<file path="src/design/ptc_pkg.sv">
// ptc_pkg: constants for the second transmit control register block.
// assumes a 50 MHz mac clock and an 8-bit host register port.
package ptc_pkg;

  // register map
  localparam logic [15:0] PTC_ADDR_TX_CTL2   = 16'h1a05;
  localparam logic [7:0]  PTC_RESET_TX_CTL2  = 8'h10;

  // field positions of transmit_control_second
  localparam int unsigned PTC_BIT_HARD_RESET = 2;
  localparam int unsigned PTC_BIT_QPTR_CLR   = 3;
  localparam int unsigned PTC_BIT_CHAN_IDLE  = 4;
  localparam int unsigned PTC_BIT_CABLE_RST  = 5;

  // reset values of the stored fields
  localparam logic        PTC_RST_CABLE      = 1'b0;
  localparam logic        PTC_RST_HARD       = 1'b0;
  localparam logic        PTC_RST_CHAN_IDLE  = 1'b1;

  // timing
  localparam int unsigned PTC_CLK_PERIOD_NS  = 20;
  localparam int unsigned PTC_LINE_IDLE_NS   = 12000;
  localparam int unsigned PTC_LINE_IDLE_CYC  =
    (PTC_LINE_IDLE_NS + PTC_CLK_PERIOD_NS - 1) / PTC_CLK_PERIOD_NS;
  localparam int unsigned PTC_IDLE_CNT_W     = 10;

  // kind of frame handed to the transmitter
  typedef enum logic [1:0] {
    PTC_KIND_PACKET = 2'h0,
    PTC_KIND_HARD   = 2'h1,
    PTC_KIND_CABLE  = 2'h2
  } ptc_kind_t;

endpackage

</file>
<file path="src/design/ptc_reg_if.sv">
// ptc_reg_if: decoded register strobes between decoder and core.
// assumes both ends on the same mac clock.
`timescale 1ns/1ps
interface ptc_reg_if;
  logic       wr_cable;
  logic       wr_hard;
  logic       wr_qclr;
  logic [7:0] rd_word;

  modport dec  (output wr_cable, output wr_hard, output wr_qclr, input rd_word);
  modport core (input wr_cable, input wr_hard, input wr_qclr, output rd_word);
endinterface

</file>
<file path="src/design/ptc_line_idle.sv">
// ptc_line_idle: line idle timer for the biphase-mark-coded line.
// assumes the activity input comes from a pin, asynchronous to clk.
`timescale 1ns/1ps
module ptc_line_idle
  import ptc_pkg::*;
(
  // clock and reset
  input  wire logic clk,
  input  wire logic rstn,
  // line
  input  wire logic line_in,
  // status
  output logic      line_busy
);

  logic                      sync1_q;
  logic                      sync2_q;
  logic                      prev_q;
  logic [PTC_IDLE_CNT_W-1:0] cnt_q;

  always_ff @(posedge clk or negedge rstn) begin
    if (!rstn) begin
      sync1_q <= 1'b0;
      sync2_q <= 1'b0;
      prev_q  <= 1'b0;
    end else begin
      sync1_q <= line_in;
      sync2_q <= sync1_q;
      prev_q  <= sync2_q;
    end
  end

  // any transition restarts the idle window
  always_ff @(posedge clk or negedge rstn) begin
    if (!rstn) begin
      cnt_q <= '0;
    end else if (sync2_q != prev_q) begin
      cnt_q <= PTC_IDLE_CNT_W'(PTC_LINE_IDLE_CYC);
    end else if (cnt_q != '0) begin
      cnt_q <= cnt_q - 1'b1;
    end
  end

  assign line_busy = (cnt_q != '0);

endmodule // ptc_line_idle

</file>
<file path="src/design/ptc_reg_dec.sv">
// ptc_reg_dec: address decode and registered read data for the register.
// assumes single-cycle write and read strobes on the mac clock.
`timescale 1ns/1ps
module ptc_reg_dec
  import ptc_pkg::*;
(
  // clock and reset
  input  wire logic  clk,
  input  wire logic  rstn,
  // host register port
  input  wire logic [15:0] reg_addr,
  input  wire logic        reg_wr,
  input  wire logic        reg_rd,
  input  wire logic [7:0]  reg_wdata,
  output logic [7:0]       reg_rdata,
  // to the core
  ptc_reg_if.dec           rif
);

  logic hit;
  logic wr_hit;

  assign hit    = (reg_addr == PTC_ADDR_TX_CTL2);
  assign wr_hit = reg_wr && hit;

  assign rif.wr_cable = wr_hit && reg_wdata[PTC_BIT_CABLE_RST];
  assign rif.wr_hard  = wr_hit && reg_wdata[PTC_BIT_HARD_RESET];
  assign rif.wr_qclr  = wr_hit && reg_wdata[PTC_BIT_QPTR_CLR];

  // unmapped reads return zero
  always_ff @(posedge clk or negedge rstn) begin
    if (!rstn) begin
      reg_rdata <= 8'h00;
    end else if (reg_rd) begin
      reg_rdata <= hit ? rif.rd_word : 8'h00;
    end
  end

endmodule // ptc_reg_dec

</file>
<file path="src/design/pd_tx_control_b.sv">
// pd_tx_control_b: second transmit control register with launch sequencing.
// assumes the transmitter pulses tx_done once per finished frame.
// What this block does
// - launch with cable request and no hard request in auto mode sends cable reset, queue ignored
// - raw mode ignores the cable request; software queues such packets itself
// - cable request accepted only while launch bit is clear
// - hard request written together with cable request wins; cable stays clear
// - cable request cleared when any packet transmission completes
// - mac reset returns the cable request to zero
// - cable request is write-one-to-set; writing zero does nothing
// - read-only channel idle flag, one after reset, one means may launch
// - channel idle flag low while line idle timer says busy
// - channel idle flag low while an automatic response is processed
// - writing one to queue pointer clear resets the queue write pointer
// - queue pointer clear is not stored and reads zero
// - queue write pointer also reset when tx_done clears the launch bit; a mac reset clears it without a reset
// - launch with hard request in auto mode sends hard reset, queue ignored
`timescale 1ns/1ps
module pd_tx_control_b
  import ptc_pkg::*;
(
  // clock and reset
  input  wire logic        clk,
  input  wire logic        rstn,
  input  wire logic        mac_reset,
  // host register port
  input  wire logic [15:0] reg_addr,
  input  wire logic        reg_wr,
  input  wire logic        reg_rd,
  input  wire logic [7:0]  reg_wdata,
  output logic [7:0]       reg_rdata,
  // launch control
  input  wire logic        launch_wr,
  input  wire logic        auto_mode,
  output logic             launch_bit,
  // transmitter
  input  wire logic        tx_done,
  output logic             tx_start,
  output ptc_kind_t        tx_kind,
  output logic             queue_ptr_clear,
  // channel state
  input  wire logic        cc_line_in,
  input  wire logic        auto_resp_busy,
  output logic             channel_idle_flag
);

  typedef enum logic [1:0] {
    PTC_ST_IDLE = 2'b01,
    PTC_ST_SEND = 2'b10
  } ptc_state_t;

  ptc_reg_if rif ();

  ptc_state_t state_q;
  ptc_state_t state_d;
  logic       cable_q;
  logic       cable_d;
  logic       hard_q;
  logic       hard_d;
  logic       idle_q;
  logic       line_busy;
  logic       go_take;
  logic       done_take;
  ptc_kind_t  kind_d;

  ptc_reg_dec u_dec (
    .clk       (clk),
    .rstn      (rstn),
    .reg_addr  (reg_addr),
    .reg_wr    (reg_wr),
    .reg_rd    (reg_rd),
    .reg_wdata (reg_wdata),
    .reg_rdata (reg_rdata),
    .rif       (rif.dec)
  );

  ptc_line_idle u_idle (
    .clk       (clk),
    .rstn      (rstn),
    .line_in   (cc_line_in),
    .line_busy (line_busy)
  );

  // launch accepted only from idle, completion only while sending
  assign go_take   = launch_wr && (state_q == PTC_ST_IDLE) && !mac_reset;
  assign done_take = tx_done && (state_q == PTC_ST_SEND);

  // launch state
  always_comb begin
    state_d = state_q;
    case (state_q)
      PTC_ST_IDLE: begin
        if (go_take) begin
          state_d = PTC_ST_SEND;
        end
      end
      PTC_ST_SEND: begin
        if (done_take) begin
          state_d = PTC_ST_IDLE;
        end
      end
      default: begin
        state_d = PTC_ST_IDLE;
      end
    endcase
    if (mac_reset) begin
      state_d = PTC_ST_IDLE;
    end
  end

  always_ff @(posedge clk or negedge rstn) begin
    if (!rstn) begin
      state_q <= PTC_ST_IDLE;
    end else begin
      state_q <= state_d;
    end
  end

  assign launch_bit = (state_q == PTC_ST_SEND);

  // hard reset request: set only while launch bit is clear
  always_comb begin
    hard_d = hard_q;
    if (done_take) begin
      hard_d = 1'b0;
    end
    if (rif.wr_hard && !launch_bit) begin
      hard_d = 1'b1;
    end
    if (mac_reset) begin
      hard_d = PTC_RST_HARD;
    end
  end

  // cable reset request: write-one-to-set, self-clearing
  always_comb begin
    cable_d = cable_q;
    if (done_take) begin
      cable_d = 1'b0;
    end
    if (rif.wr_cable && !launch_bit && !rif.wr_hard) begin
      cable_d = 1'b1;
    end
    if (mac_reset) begin
      cable_d = PTC_RST_CABLE;
    end
  end

  always_ff @(posedge clk or negedge rstn) begin
    if (!rstn) begin
      cable_q <= PTC_RST_CABLE;
      hard_q  <= PTC_RST_HARD;
    end else begin
      cable_q <= cable_d;
      hard_q  <= hard_d;
    end
  end

  // frame kind chosen at launch; requests written in the same cycle count
  always_comb begin
    kind_d = PTC_KIND_PACKET;
    if (auto_mode) begin
      if (hard_d) begin
        kind_d = PTC_KIND_HARD;
      end else if (cable_d) begin
        kind_d = PTC_KIND_CABLE;
      end
    end
  end

  always_ff @(posedge clk or negedge rstn) begin
    if (!rstn) begin
      tx_start <= 1'b0;
      tx_kind  <= PTC_KIND_PACKET;
    end else begin
      tx_start <= go_take;
      if (go_take) begin
        tx_kind <= kind_d;
      end
    end
  end

  // pointer clear on write or when tx_done drops the launch bit
  always_ff @(posedge clk or negedge rstn) begin
    if (!rstn) begin
      queue_ptr_clear <= 1'b0;
    end else begin
      queue_ptr_clear <= rif.wr_qclr || done_take;
    end
  end

  // channel idle flag
  always_ff @(posedge clk or negedge rstn) begin
    if (!rstn) begin
      idle_q <= PTC_RST_CHAN_IDLE;
    end else begin
      idle_q <= !line_busy && !auto_resp_busy;
    end
  end

  assign channel_idle_flag = idle_q;

  // read word; pointer clear bit never stored
  always_comb begin
    rif.rd_word = 8'h00;
    rif.rd_word[PTC_BIT_CABLE_RST]  = cable_q;
    rif.rd_word[PTC_BIT_CHAN_IDLE]  = idle_q;
    rif.rd_word[PTC_BIT_HARD_RESET] = hard_q;
  end

endmodule // pd_tx_control_b

</file>
<file path="config.mk">
export PLATFORM = sky130hd
export DESIGN_NAME = pd_tx_control_b
export DESIGN_NICKNAME = d
export VERILOG_FILES = /design/src/design/ptc_pkg.sv /design/src/design/ptc_reg_if.sv /design/src/design/ptc_line_idle.sv /design/src/design/ptc_reg_dec.sv /design/src/design/pd_tx_control_b.sv
export SDC_FILE = /design/constraint.sdc
export NUM_CORES = 1
export LEC_CHECK = 0
export BUFFER_PORTS_ARGS = -buffer_cell sky130_fd_sc_hd__buf_4
export CORE_ASPECT_RATIO = 1.75
export CORE_UTILIZATION = 30
export DETAILED_ROUTE_END_ITERATION = 10
export GPL_TIMING_DRIVEN = 0
export PLACE_DENSITY = 0.51
export SLEW_MARGIN = 5
export SYNTH_ARGS = -nofsm -noshare
export SYNTH_HDL_FRONTEND = slang
export SYNTH_HIERARCHICAL = 1
export SYNTH_SLANG_ARGS = --single-unit
</file>
<file path="constraint.sdc">
create_clock -name clk -period 2.2 [get_ports clk]
set_input_delay 0.22 -clock clk [delete_from_list [all_inputs] [get_ports clk]]
set_output_delay 0.22 -clock clk [all_outputs]
set_load 0.02 [all_outputs]
</file>
==> results.json <==
{
  "r2r_end": "u_idle/cnt_q[7]",
  "ys_types": 45,
  "wire_per_inst_um": 12.6,
  "dominantRegCellSynth": "dfrtp_1",
  "syn_area_per_cell_sq_um": 10.8,
  "synth_xor_area_frac": 0.0235,
  "clock_skew_ns": 0.00470,
  "dp_hpwl_um": 2400,
  "synth_edf_count": 0,
  "synthCells": 138,
  "port_buffers": 41,
  "ctsHtreeMaxLevel": 2,
  "die_area_sq_mm": 0.00526,
  "ir_worst_vdd_mv": 0.348,
  "ys_ff_latch": 30,
  "cts_setup_buffers": 0,
  "initial_core_util": 0.316,
  "worst_slack_ns": 0.299,
  "detailroute.via_count": 1160,
  "slew_headroom": 0.640,
  "tritoncts": "built",
  "synth_simple_gate_area_share": 0.241,
  "dr.pass1.iters": 4,
  "post-route-util": 0.417,
  "hold_buffers": 1,
  "synth_compound_area_frac": 0.132,
  "rsz0062_at_grt": "false",
  "via_per_inst": 4.77,
  "tightestPinTransition_ns": 0.538,
  "hold_class": "input port to register",
  "reg2reg_slack_ns": 0.30,
  "ant_nets": 0,
  "pre_cts_slack_ns": 0.294,
  "cts.sinks": 30,
  "numCtsBuffers": 5,
  "grt_first_pass_wirelength_um": 5220,
  "cts.path.max_buffers": 2,
  "endpoint_kind": "register",
  "reg2reg_from": "u_idle/cnt_q[0]",
  "synth.top_cell.area_share": 0.471,
  "holdPathEnd": "u_idle/sync1_q",
  "clkSlewWorstSetupHoldPaths_ns": 0.06,
  "hold_viol": 0,
  "ios": 48,
  "hold_path_depth": 1,
  "r2r_cells": 6,
  "fill_cells": 465,
  "worst-setup-path-type": "register to register",
  "drt_wl_total_um": 3060,
  "drc_errors": 0,
  "hold_ws_ns": 0.0537,
  "synth_area_leader_cell": "dfrtp_1",
  "grt_pass1_vias": 1216,
  "period_minus_slack_ns": 1.90,
  "die_w_um": 55.2,
  "chipHeight_um": 95.2,
  "antenna_found_initial": 0,
  "crit_arrival_ns": 2.06,
  "grt_util_all_layers": 0.129,
  "core_area_sq_mm": 0.00471,
  "min_period_over_period": 0.864,
  "path_max_fanout": 7,
  "p_leak_nw": 0.916,
  "ys_warn_count": 6,
  "worstSetupStartpointType": "register",
  "synth_top_family_by_area": "simple AND/OR/NAND/NOR gates",
  "cp.required_ns": 2.36,
  "async_reset_ff_frac": 1.00,
  "antennaDiodeCount": 0,
  "max_freq_mhz": 526,
  "report.final.slew_viol_count": 0,
  "cap_viol_max_count": 0,
  "setup_viol": 0,
  "synth_commonest_cells": "28 x dfrtp_1, 18 x inv_1, 18 x nand2_1",
  "grt_max_degree": 31,
  "area_delta_synth_final_pct": 31.9,
  "muxShareOfSynthArea": 0.0202,
  "yosys.cell_count.top_type": "dfrtp_1",
  "post_cts_resized": 0,
  "status": "finished clean",
  "synthAdderAreaFrac": 0.00841,
  "nNetsFinal": 226,
  "root_buffer": "clkbuf_8",
  "syn-cell-area_sq_mm": 0.00149,
  "synth_area_leaders": "dfrtp_1 47%, o22ai_2 5.9%, inv_1 4.5%, nand2_1 4.5%, dfstp_2 3.5%",
  "hp-start": "cc_line_in",
  "insertion_delay_ns": 0.27,
  "overflow": 0,
  "num_rows": 33,
  "power_density_mw_per_mm2": 598,
  "drtIter0Drc": 30,
  "gp_congestion": 0.704,
  "drive_gt1_frac": 0.372,
  "seq_area_frac_synth": 0.506,
  "finalSetupTns_ns": 0
}
==> state kept, by name, indices dropped and copies added (netlist names) <==
name	cells
queue_ptr_clear	1
hard_q	1
u_idle/prev_q	1
cable_q	1
state_q	2
u_idle/sync1_q	1
tx_kind	2
u_idle/sync2_q	1
u_dec/reg_rdata	8
channel_idle_flag	1
u_idle/cnt_q	10
tx_start	1
==> where the power goes <==
part / switching (W) / internal (W) / leakage (nW)
Combinational: 0.0000808 / 0.0000822 / 0.496
Sequential: 0.0000320 / 0.000581 / 0.381
Clock: 0.000180 / 0.000217 / 0.0383
Total: 0.000292 / 0.000880 / 0.916
==> cells in the final DEF (no fill, tap or decap), types with 2 or more instances in the layout <==
cell and instances:
o31ai_1 2, o22ai_2 7, nor4_1 2, nand2_1 18, nor2_1 10, buf_4 41
clkbuf_8 5, a21oi_1 3, mux2i_1 3, dfstp_2 2, nand2b_1 2, conb_1 5
dfrtp_1 28, nor3_2 3, xor2_1 2, nor2b_1 2, nand3b_1 2, inv_1 18
xnor2_1 2, nor4b_2 3, clkbuf_1 3, o22ai_1 2
==> metrics by stage <==
stage / instance area, sq um / std cells / power [W]
floorplan: 1500 / 142 / 0.000707
global placement: 1880 / 235 / 0.000781
detailed placement: 1880 / 235 / 0.000788
CTS: 1960 / 243 / 0.00120
global route: 1960 / 243 / 0.00124
finish: 1960 / 243 / 0.00117
==> cells by family (layout without fill, tap and decap cells) <==
logic type	after synthesis	count (layout)
compound gates	22	22
xor+xnor	4	4
fa+ha+maj	1	1
buf+inv	23	72
flops	30	30
mux	3	3
other cells	1	5
simple gates	54	54
==> final cells by class <==
| type | instances | area, sq um | area share |
|---|---|---|---|
| sequential | 30 | 753 | 0.384 |
| multi-input combinational | 89 | 652 | 0.332 |
| timing repair buffer | 42 | 318 | 0.162 |
| inverter | 20 | 77.6 | 0.0395 |
| clock buffer | 7 | 76.3 | 0.0389 |
| tap | 52 | 65.1 | 0.0332 |
| buffer | 3 | 20.0 | 0.0102 |
==> worst max path at each step <==
stage                    startpoint              end  slack [ns]
global placement    u_idle/cnt_q[0]  u_idle/cnt_q[7]        0.31
detailed placement  u_idle/cnt_q[0]  u_idle/cnt_q[8]        0.29
CTS                 u_idle/cnt_q[0]  u_idle/cnt_q[8]        0.28
floorplan           u_idle/cnt_q[0]  u_idle/cnt_q[7]        0.43
global route        u_idle/cnt_q[0]  u_idle/cnt_q[5]        0.17
finish              u_idle/cnt_q[0]  u_idle/cnt_q[7]        0.30
==> per-layer routing <==
layer	up-vias	GRT usage	wire length, um
met1	551	0.123	1150
met4	0	0.0771	110
li1	572	-	-
met2	28	0.239	1700
met3	9	0.0393	106
met5	-	0	0
==> worst max-delay path: stages (launching register included) <==
cell     delay [ns]
dfrtp_1        0.37
inv_1          0.09
ha_1           0.23
or4b_4         0.51
nor3_4         0.23
inv_2          0.11
a41o_2         0.25
(Power assumes the default switching activity.)
